==> src/hw/cmp_select_defines.vh <==
// Constants for the comparator input select registers
`ifndef CMP_SELECT_DEFINES_VH
`define CMP_SELECT_DEFINES_VH

// ----------------------------------------------------------------
// Register map (index; byte address is index times four)
// ----------------------------------------------------------------
`define SEL_PAGE 4'h0
`define CMP1_SEL_IDX 10'h09E
`define CMP0_SEL_IDX 10'h09F
`define STATUS_IDX 10'h0A0
`define CTRL_IDX 10'h0A1
`define ADDR_W 12
`define IDX_W 10

// ----------------------------------------------------------------
// Field layout and reset values
// ----------------------------------------------------------------
`define NEG_MSB 7
`define NEG_LSB 4
`define POS_MSB 3
`define POS_LSB 0
`define SEL_RESET 8'hFF
`define CTRL_RESET 8'h01
`define CTRL_BBM_BIT 0
`define STATUS_SETTLE_LSB 0
`define STATUS_HALF_LSB 2
`define STATUS_RSVD_LSB 4

// ----------------------------------------------------------------
// Select codes
// ----------------------------------------------------------------
`define NEG_PIN_MAX 4'h6
`define POS_PIN_MAX 4'h7
`define CODE_TOUCH 4'hC
`define CODE_HALF 4'hD
`define CODE_SUPPLY 4'hE
`define CODE_TOP 4'hF

// ----------------------------------------------------------------
// One-hot enable layout
// ----------------------------------------------------------------
`define NEG_W 11
`define POS_W 12
`define NEG_TOUCH_BIT 7
`define NEG_HALF_BIT 8
`define NEG_DSUP_BIT 9
`define NEG_GND_BIT 10
`define POS_TOUCH_BIT 8
`define POS_HALF_BIT 9
`define POS_VBAT_BIT 10
`define POS_VDD_BIT 11
`define NEG_SEL_RST 11'h400
`define POS_SEL_RST 12'h800

// ----------------------------------------------------------------
// Timing
// ----------------------------------------------------------------
`define BBM_CYCLES 2'h2
`define BBM_W 2

`endif

==> src/hw/comparator_input_select_regs.v <==
// Comparator input select registers with APB access and mux enables
//
// Notes on behaviour
// - Comparator 0 byte: upper nibble negative code, lower positive, all RW.
// - Comparator 1 byte has the same layout and code maps, all RW.
// - Comparator 0 byte sits at index 0x9F, page 0, resets to 0xFF.
// - Comparator 1 byte sits at index 0x9E, page 0, resets to 0xFF.
// - Code 1101 in either field picks half supply; only then divider on.
`timescale 1ns/1ps
`include "cmp_select_defines.vh"

module comparator_input_select_regs (
  input wire pclk,
  input wire presetn,
  input wire psel,
  input wire penable,
  input wire pwrite,
  input wire [`ADDR_W-1:0] paddr,
  input wire [31:0] pwdata,
  input wire [3:0] pstrb,
  output wire [31:0] prdata,
  output wire pready,
  output wire pslverr,
  output wire [`NEG_W-1:0] cmp0_neg_en,
  output wire [`POS_W-1:0] cmp0_pos_en,
  output wire cmp0_half_div_en,
  output wire [`NEG_W-1:0] cmp1_neg_en,
  output wire [`POS_W-1:0] cmp1_pos_en,
  output wire cmp1_half_div_en
);

  // ----------------------------------------------------------------
  // Address decode
  // ----------------------------------------------------------------
  localparam [1:0] HIT_NONE = 2'h0;
  localparam [1:0] HIT_SEL = 2'h1;
  localparam [1:0] HIT_STATUS = 2'h2;
  localparam [1:0] HIT_CTRL = 2'h3;

  function [1:0] addr_kind;
    input [`ADDR_W-1:0] a;
    begin
      if (a == {`CMP0_SEL_IDX, 2'b00} || a == {`CMP1_SEL_IDX, 2'b00}) begin
        addr_kind = HIT_SEL;
      end else if (a == {`STATUS_IDX, 2'b00}) begin
        addr_kind = HIT_STATUS;
      end else if (a == {`CTRL_IDX, 2'b00}) begin
        addr_kind = HIT_CTRL;
      end else begin
        addr_kind = HIT_NONE;
      end
    end
  endfunction

  function sel_slot;
    input [`ADDR_W-1:0] a;
    begin
      sel_slot = (a == {`CMP1_SEL_IDX, 2'b00});
    end
  endfunction

  wire [1:0] kind;
  wire setup_phase;
  wire access_phase;
  wire wr_en;

  assign kind = addr_kind(paddr);
  assign setup_phase = psel & ~penable;
  assign access_phase = psel & penable;
  assign wr_en = access_phase & pwrite & pstrb[0];

  // ----------------------------------------------------------------
  // Registers
  // ----------------------------------------------------------------
  reg [7:0] sel_q [0:1];
  reg [7:0] ctrl_q;
  reg [31:0] prdata_q;
  wire [7:0] status;

  always @(posedge pclk or negedge presetn) begin
    if (!presetn) begin
      sel_q[0] <= `SEL_RESET;
      sel_q[1] <= `SEL_RESET;
    end else if (wr_en && kind == HIT_SEL) begin
      // Whole byte writable, both nibbles
      sel_q[sel_slot(paddr)] <= pwdata[7:0];
    end
  end

  always @(posedge pclk or negedge presetn) begin
    if (!presetn) begin
      ctrl_q <= `CTRL_RESET;
    end else if (wr_en && kind == HIT_CTRL) begin
      ctrl_q <= pwdata[7:0];
    end
  end

  // Read data is captured in the setup cycle
  always @(posedge pclk or negedge presetn) begin
    if (!presetn) begin
      prdata_q <= 32'h00000000;
    end else if (setup_phase && !pwrite) begin
      case (kind)
        HIT_SEL: prdata_q <= {24'h000000, sel_q[sel_slot(paddr)]};
        HIT_STATUS: prdata_q <= {24'h000000, status};
        HIT_CTRL: prdata_q <= {24'h000000, ctrl_q};
        default: prdata_q <= 32'h00000000;
      endcase
    end
  end

  assign prdata = prdata_q;
  assign pready = 1'b1;
  assign pslverr = access_phase & (kind == HIT_NONE);

  // ----------------------------------------------------------------
  // Per-comparator decode and break-before-make
  // ----------------------------------------------------------------
  wire [`NEG_W-1:0] neg_en [0:1];
  wire [`POS_W-1:0] pos_en [0:1];
  wire [1:0] half_en;
  wire [1:0] settling;
  wire [1:0] half_live;
  wire [1:0] rsvd;

  genvar i;
  generate
    for (i = 0; i < 2; i = i + 1) begin : g_cmp
      reg [7:0] applied_q;
      reg [`BBM_W-1:0] gap_q;
      reg [`NEG_W-1:0] neg_q;
      reg [`POS_W-1:0] pos_q;
      reg half_q;
      wire [`NEG_W-1:0] neg_dec;
      wire [`POS_W-1:0] pos_dec;
      wire half_dec;
      wire rsvd_dec;
      wire changed;

      input_code_decoder u_dec (
        .sel_byte(applied_q),
        .neg_sel(neg_dec),
        .pos_sel(pos_dec),
        .half_div_en(half_dec),
        .reserved_code(rsvd_dec)
      );

      assign changed = (sel_q[i] != applied_q);

      // Open all switches for a short gap before a new selection
      always @(posedge pclk or negedge presetn) begin
        if (!presetn) begin
          applied_q <= `SEL_RESET;
          gap_q <= {`BBM_W{1'b0}};
        end else if (changed) begin
          applied_q <= sel_q[i];
          gap_q <= ctrl_q[`CTRL_BBM_BIT] ? `BBM_CYCLES : {`BBM_W{1'b0}};
        end else if (gap_q != {`BBM_W{1'b0}}) begin
          gap_q <= gap_q - 1'b1;
        end
      end

      always @(posedge pclk or negedge presetn) begin
        if (!presetn) begin
          neg_q <= `NEG_SEL_RST;
          pos_q <= `POS_SEL_RST;
          half_q <= 1'b0;
        end else if (changed && ctrl_q[`CTRL_BBM_BIT]) begin
          neg_q <= {`NEG_W{1'b0}};
          pos_q <= {`POS_W{1'b0}};
          half_q <= 1'b0;
        end else if (gap_q == {`BBM_W{1'b0}}) begin
          neg_q <= neg_dec;
          pos_q <= pos_dec;
          half_q <= half_dec;
        end
      end

      assign neg_en[i] = neg_q;
      assign pos_en[i] = pos_q;
      assign half_en[i] = half_q;
      assign settling[i] = changed | (gap_q != {`BBM_W{1'b0}});
      assign half_live[i] = half_q;
      assign rsvd[i] = rsvd_dec;
    end
  endgenerate

  // ----------------------------------------------------------------
  // Status and outputs
  // ----------------------------------------------------------------
  assign status = {2'b00, rsvd, half_live, settling};

  assign cmp0_neg_en = neg_en[0];
  assign cmp0_pos_en = pos_en[0];
  assign cmp0_half_div_en = half_en[0];
  assign cmp1_neg_en = neg_en[1];
  assign cmp1_pos_en = pos_en[1];
  assign cmp1_half_div_en = half_en[1];

endmodule // comparator_input_select_regs

==> src/hw/input_code_decoder.v <==
// Decoder from a select byte to one-hot analog mux enables
`timescale 1ns/1ps
`include "cmp_select_defines.vh"

module input_code_decoder (
  input wire [7:0] sel_byte,
  output wire [`NEG_W-1:0] neg_sel,
  output wire [`POS_W-1:0] pos_sel,
  output wire half_div_en,
  output wire reserved_code
);

  // ----------------------------------------------------------------
  // Decode functions
  // ----------------------------------------------------------------
  function [`NEG_W-1:0] decode_neg;
    input [3:0] code;
    begin
      decode_neg = {`NEG_W{1'b0}};
      if (code <= `NEG_PIN_MAX) begin
        decode_neg[code] = 1'b1;
      end else begin
        case (code)
          `CODE_TOUCH: decode_neg[`NEG_TOUCH_BIT] = 1'b1;
          `CODE_HALF: decode_neg[`NEG_HALF_BIT] = 1'b1;
          `CODE_SUPPLY: decode_neg[`NEG_DSUP_BIT] = 1'b1;
          `CODE_TOP: decode_neg[`NEG_GND_BIT] = 1'b1;
          default: decode_neg = {`NEG_W{1'b0}};
        endcase
      end
    end
  endfunction

  function [`POS_W-1:0] decode_pos;
    input [3:0] code;
    begin
      decode_pos = {`POS_W{1'b0}};
      if (code <= `POS_PIN_MAX) begin
        decode_pos[code] = 1'b1;
      end else begin
        case (code)
          `CODE_TOUCH: decode_pos[`POS_TOUCH_BIT] = 1'b1;
          `CODE_HALF: decode_pos[`POS_HALF_BIT] = 1'b1;
          `CODE_SUPPLY: decode_pos[`POS_VBAT_BIT] = 1'b1;
          `CODE_TOP: decode_pos[`POS_VDD_BIT] = 1'b1;
          default: decode_pos = {`POS_W{1'b0}};
        endcase
      end
    end
  endfunction

  // ----------------------------------------------------------------
  // Outputs
  // ----------------------------------------------------------------
  assign neg_sel = decode_neg(sel_byte[`NEG_MSB:`NEG_LSB]);
  assign pos_sel = decode_pos(sel_byte[`POS_MSB:`POS_LSB]);
  // Divider draws current only when a field picks it
  assign half_div_en = neg_sel[`NEG_HALF_BIT] |
                       pos_sel[`POS_HALF_BIT];
  assign reserved_code = ~(|neg_sel) | ~(|pos_sel);

endmodule // input_code_decoder
==> config.mk <==
export PLATFORM = sky130hd
export DESIGN_NAME = comparator_input_select_regs
export DESIGN_NICKNAME = d
export VERILOG_FILES = /design/src/hw/comparator_input_select_regs.v /design/src/hw/input_code_decoder.v
export VERILOG_INCLUDE_DIRS = /design/src /design/src/hw
export SDC_FILE = /design/constraint.sdc
export NUM_CORES = 1
export LEC_CHECK = 0
export BUFFER_PORTS_ARGS = -buffer_cell sky130_fd_sc_hd__buf_2
export CORE_AREA = 2 2 94 96
export CTS_BUF_LIST = sky130_fd_sc_hd__clkbuf_4 sky130_fd_sc_hd__clkbuf_8
export DETAILED_ROUTE_END_ITERATION = 8
export DIE_AREA = 0 0 96 98
export PLACE_DENSITY_LB_ADDON = 0.05
export SETUP_SLACK_MARGIN = 0.1
export SLEW_MARGIN = 25
export SYNTH_ARGS = -nofsm -noshare
export SYNTH_HDL_FRONTEND = slang
export SYNTH_SLANG_ARGS = --single-unit
==> constraint.sdc <==
create_clock -name pclk -period 3.6 [get_ports pclk]
set_input_delay 0.18 -clock pclk [delete_from_list [all_inputs] [get_ports pclk]]
set_output_delay 0.18 -clock pclk [all_outputs]
set_load 0.02 [all_outputs]
==> results_dict.tcl <==
set metrics [dict create \
    endpoint_kind "flip-flop" \
    crit_fanout 25 \
    yosys_warnings 0 \
    syn_to_final_growth_pct 11.5 \
    pre_cts_ws_ps 1440 \
    synthMuxAreaShare 0.0627 \
    vias 3431 \
    worstHoldPathType "input pin to flip-flop" \
    grtUsageTotal 0.220 \
    fin_crit_sh 0.581 \
    synth_flop_cell "dfrtp_1" \
    fmax_mhz 478 \
    worstHoldEndpoint "sel_q[8]$_DFFE_PN1P_" \
    synth_xor_xnor_area_share 0.0329 \
    report.final.slew_viol_count 0 \
    clk_latency_ps 360 \
    antenna_found_initial 0 \
    yosysTopAreaCell "dfrtp_1" \
    pin_count 135 \
    path_clk_slew_ps 100 \
    p_leak_uw 0.00267 \
    postSynthCellCount 465 \
    dp_hpwl_mm 6.91 \
    max-cap-violations 0 \
    grt_pass1_wl_mm 16.4 \
    ys_seq_elements 100 \
    gp_congestion 0.789 \
    netlist.area_leader.share 0.329 \
    grt_max_degree 37 \
    die_h_um 98 \
    tightest_slew_ps 866 \
    p_clk_frac 0.322 \
    synthSimpleGateAreaFrac 0.177 \
    cts_tree "yes" \
    drive_gt1_frac 0.330 \
    synthMostInstantiatedCell "dfrtp_1" \
    worst_setup_path_start_kind "flip-flop" \
    synth_area_leaders "dfrtp_1 (33%), dfstp_2 (20%), a21oi_1 (5.4%)" \
    switching_share 0.313 \
    wire_per_inst_um 15.3 \
    grt_overflow 0 \
    antenna_left 0 \
    seqPwrFrac 0.479 \
    status "finished clean" \
    core-area_um2 8470 \
    final.setup_skew_ps 16.5 \
    reg2regPathDepth 5 \
    synth_commonest_cells "dfrtp_1 (63), a21oi_1 (52), nand2_1 (49), dfstp_2 (37), clkbuf_1 (30)" \
    slew_headroom 0.422 \
    r2r_slack_ps 1510 \
    final-setup-viol-count 0 \
    hold_start "pwdata[0]" \
    crit_required_ps 3840 \
    drc 0 \
    ys_seq_area_frac 0.532 \
    die_x_um 96 \
    wl_mm 9.71 \
    period_needed_ps 2090 \
    syn-cell-area_um2 4790 \
    num-nets-final 575 \
    cts-buffers-inserted 9 \
    intPower_uw 1740 \
    worst_slack_ps 1510 \
    vias_per_cell 5.42 \
    cp_data_arrival_time_ps 2330 \
    switching_power_uw 792 \
    initial_core_util 0.566 \
    htree_num_levels 3 \
    root_buffer "clkbuf_8" \
    worstSetupPathType "flip-flop to flip-flop" \
    avgSynthCellArea_um2 10.3 \
    grt_pass1_vias 3368 \
    num_rows 34 \
    tns_ps 0 \
    ir_worst_vdd_mv 0.235 \
    power_density_nw_per_um2 473 \
    synth_fa_ha_area_frac 0.00522 \
    hold_path_depth 2 \
    synth_compound_area_frac 0.103 \
    synth_edf_count 0 \
    cts.sinks 100 \
    portBuffers 82 \
    cts-resized-gates 0 \
    drt-initial-drc-count 140 \
    firstDrtPassIters 4 \
    fillCellCount 733 \
    comb_power_share 0.199 \
    cts_buffer_depth 2 \
    r2r-end "g_cmp[1].gap_q[1]$_DFFE_PN0N_" \
    dieArea_um2 9410 \
    synth_cell_types 44 \
    synth_top_family_by_area "simple AND/OR/NAND/NOR gates" \
    grt_setup_unrepaired "no" \
    synthArstFlopShare 1.00 \
    reg2reg_from "g_cmp[1].applied_q[5]$_DFFE_PN1P_" \
    antenna_cells 0 \
    hold_viol 0 \
]
-- cell usage in the layout (no fill, tap or decap), types with 3 or more instances in the layout --
cell type / count
and2_1: 3
o21ai_0: 3
nand4_1: 18
inv_1: 9
mux2_2: 22
mux2i_1: 3
and3_1: 3
nand3_1: 28
nor2_1: 25
a22oi_1: 5
nor4_1: 4
xor2_1: 18
nand2_1: 49
conb_1: 25
o31ai_1: 5
dfrtp_1: 63
buf_2: 81
buf_4: 6
dfstp_2: 37
a21oi_1: 52
a221oi_1: 7
nor2b_1: 12
clkbuf_8: 9
-- state kept, by name (all words and copies together) (netlist names) --
name / count
g_cmp.applied_q: 16
sel_q: 16
cmp0_pos_en: 12
cmp1_pos_en: 12
cmp0_neg_en: 11
cmp1_neg_en: 11
ctrl_q: 8
prdata: 8
g_cmp.gap_q: 4
cmp0_half_div_en: 1
cmp1_half_div_en: 1
-- per-stage QoR --
stage                     area [um2]  hold slack [ps]  utilization  total power [uW]  cells
after global placement          5090              120        0.602              1730    616
after floorplan                 4880             -116            -              1610    488
after detailed placement        5090              122        0.602              1740    616
after global routing            5340             82.7        0.631              2670    633
after CTS                       5340             68.9        0.630              2560    633
final                           5340             85.1        0.631              2530    633
-- logic make-up (layout without fill, tap and decap cells) --
kind of cell / count (synthesis) / in the layout
simple gates: 157 / 157
flops: 100 / 100
compound gates: 81 / 81
buf+inv: 78 / 115
mux: 27 / 27
xor+xnor: 18 / 18
fa+ha+maj: 2 / 2
other cells: 2 / 25
-- area by class of cell --
cell class | instances | area [um2] | area share
clock buffers | 9 | 124 | 0.0232
clock inverters | 7 | 108 | 0.0201
inverters | 11 | 41.3 | 0.00773
multi-input cells | 310 | 1930 | 0.360
flip-flops and latches | 100 | 2550 | 0.477
well taps | 108 | 135 | 0.0253
repair buffers | 88 | 460 | 0.0862
-- per-layer routing --
layer  GRT usage  wire length [um]  part of all wire
met1       0.313              4420              0.46
met2       0.352              4740              0.49
met3      0.0301               445             0.046
met4      0.0659               108             0.011
met5           0                 0                 0
-- critical path, cell delays in order, from the launching register on --
cell      delay (ps)
dfstp_2          610
xor2_1            80
nor4_1           360
nand2_1          170
and2_1           470
o21bai_1         290
-- repair_timing --
item                      4_1_cts  5_1_grt
hold buffers                    1        0
setup buffers                   0        0
hold endpoints to repair       22        0
-- power by group through the flow --
stage	Sequential (uW)	Combinational (uW)	Clock [uW]
after floorplan	1260	346	0
after global placement	1230	498	0
after detailed placement	1230	507	0
after global routing	1220	575	878
final	1210	503	813
after CTS	1210	510	836
-- how the worst max path moves through the flow --
stage	endpoint	start	slack, ps	depth (start not counted)
floorplan	cmp0_neg_en[7]$_DFFE_PN0P_	g_cmp[0].applied_q[6]$_DFFE_PN1P_	1800	8
CTS	g_cmp[1].gap_q[1]$_DFFE_PN0N_	g_cmp[1].applied_q[5]$_DFFE_PN1P_	1470	5
global route	g_cmp[1].gap_q[1]$_DFFE_PN0N_	g_cmp[1].applied_q[4]$_DFFE_PN1P_	1370	5
detailed placement	prdata[0]$_DFFE_PN0P_	pwrite	1440	5
finish	g_cmp[1].gap_q[1]$_DFFE_PN0N_	g_cmp[1].applied_q[5]$_DFFE_PN1P_	1510	5
global placement	prdata[0]$_DFFE_PN0P_	pwrite	1470	5
Power figures use the tool's default switching activity.
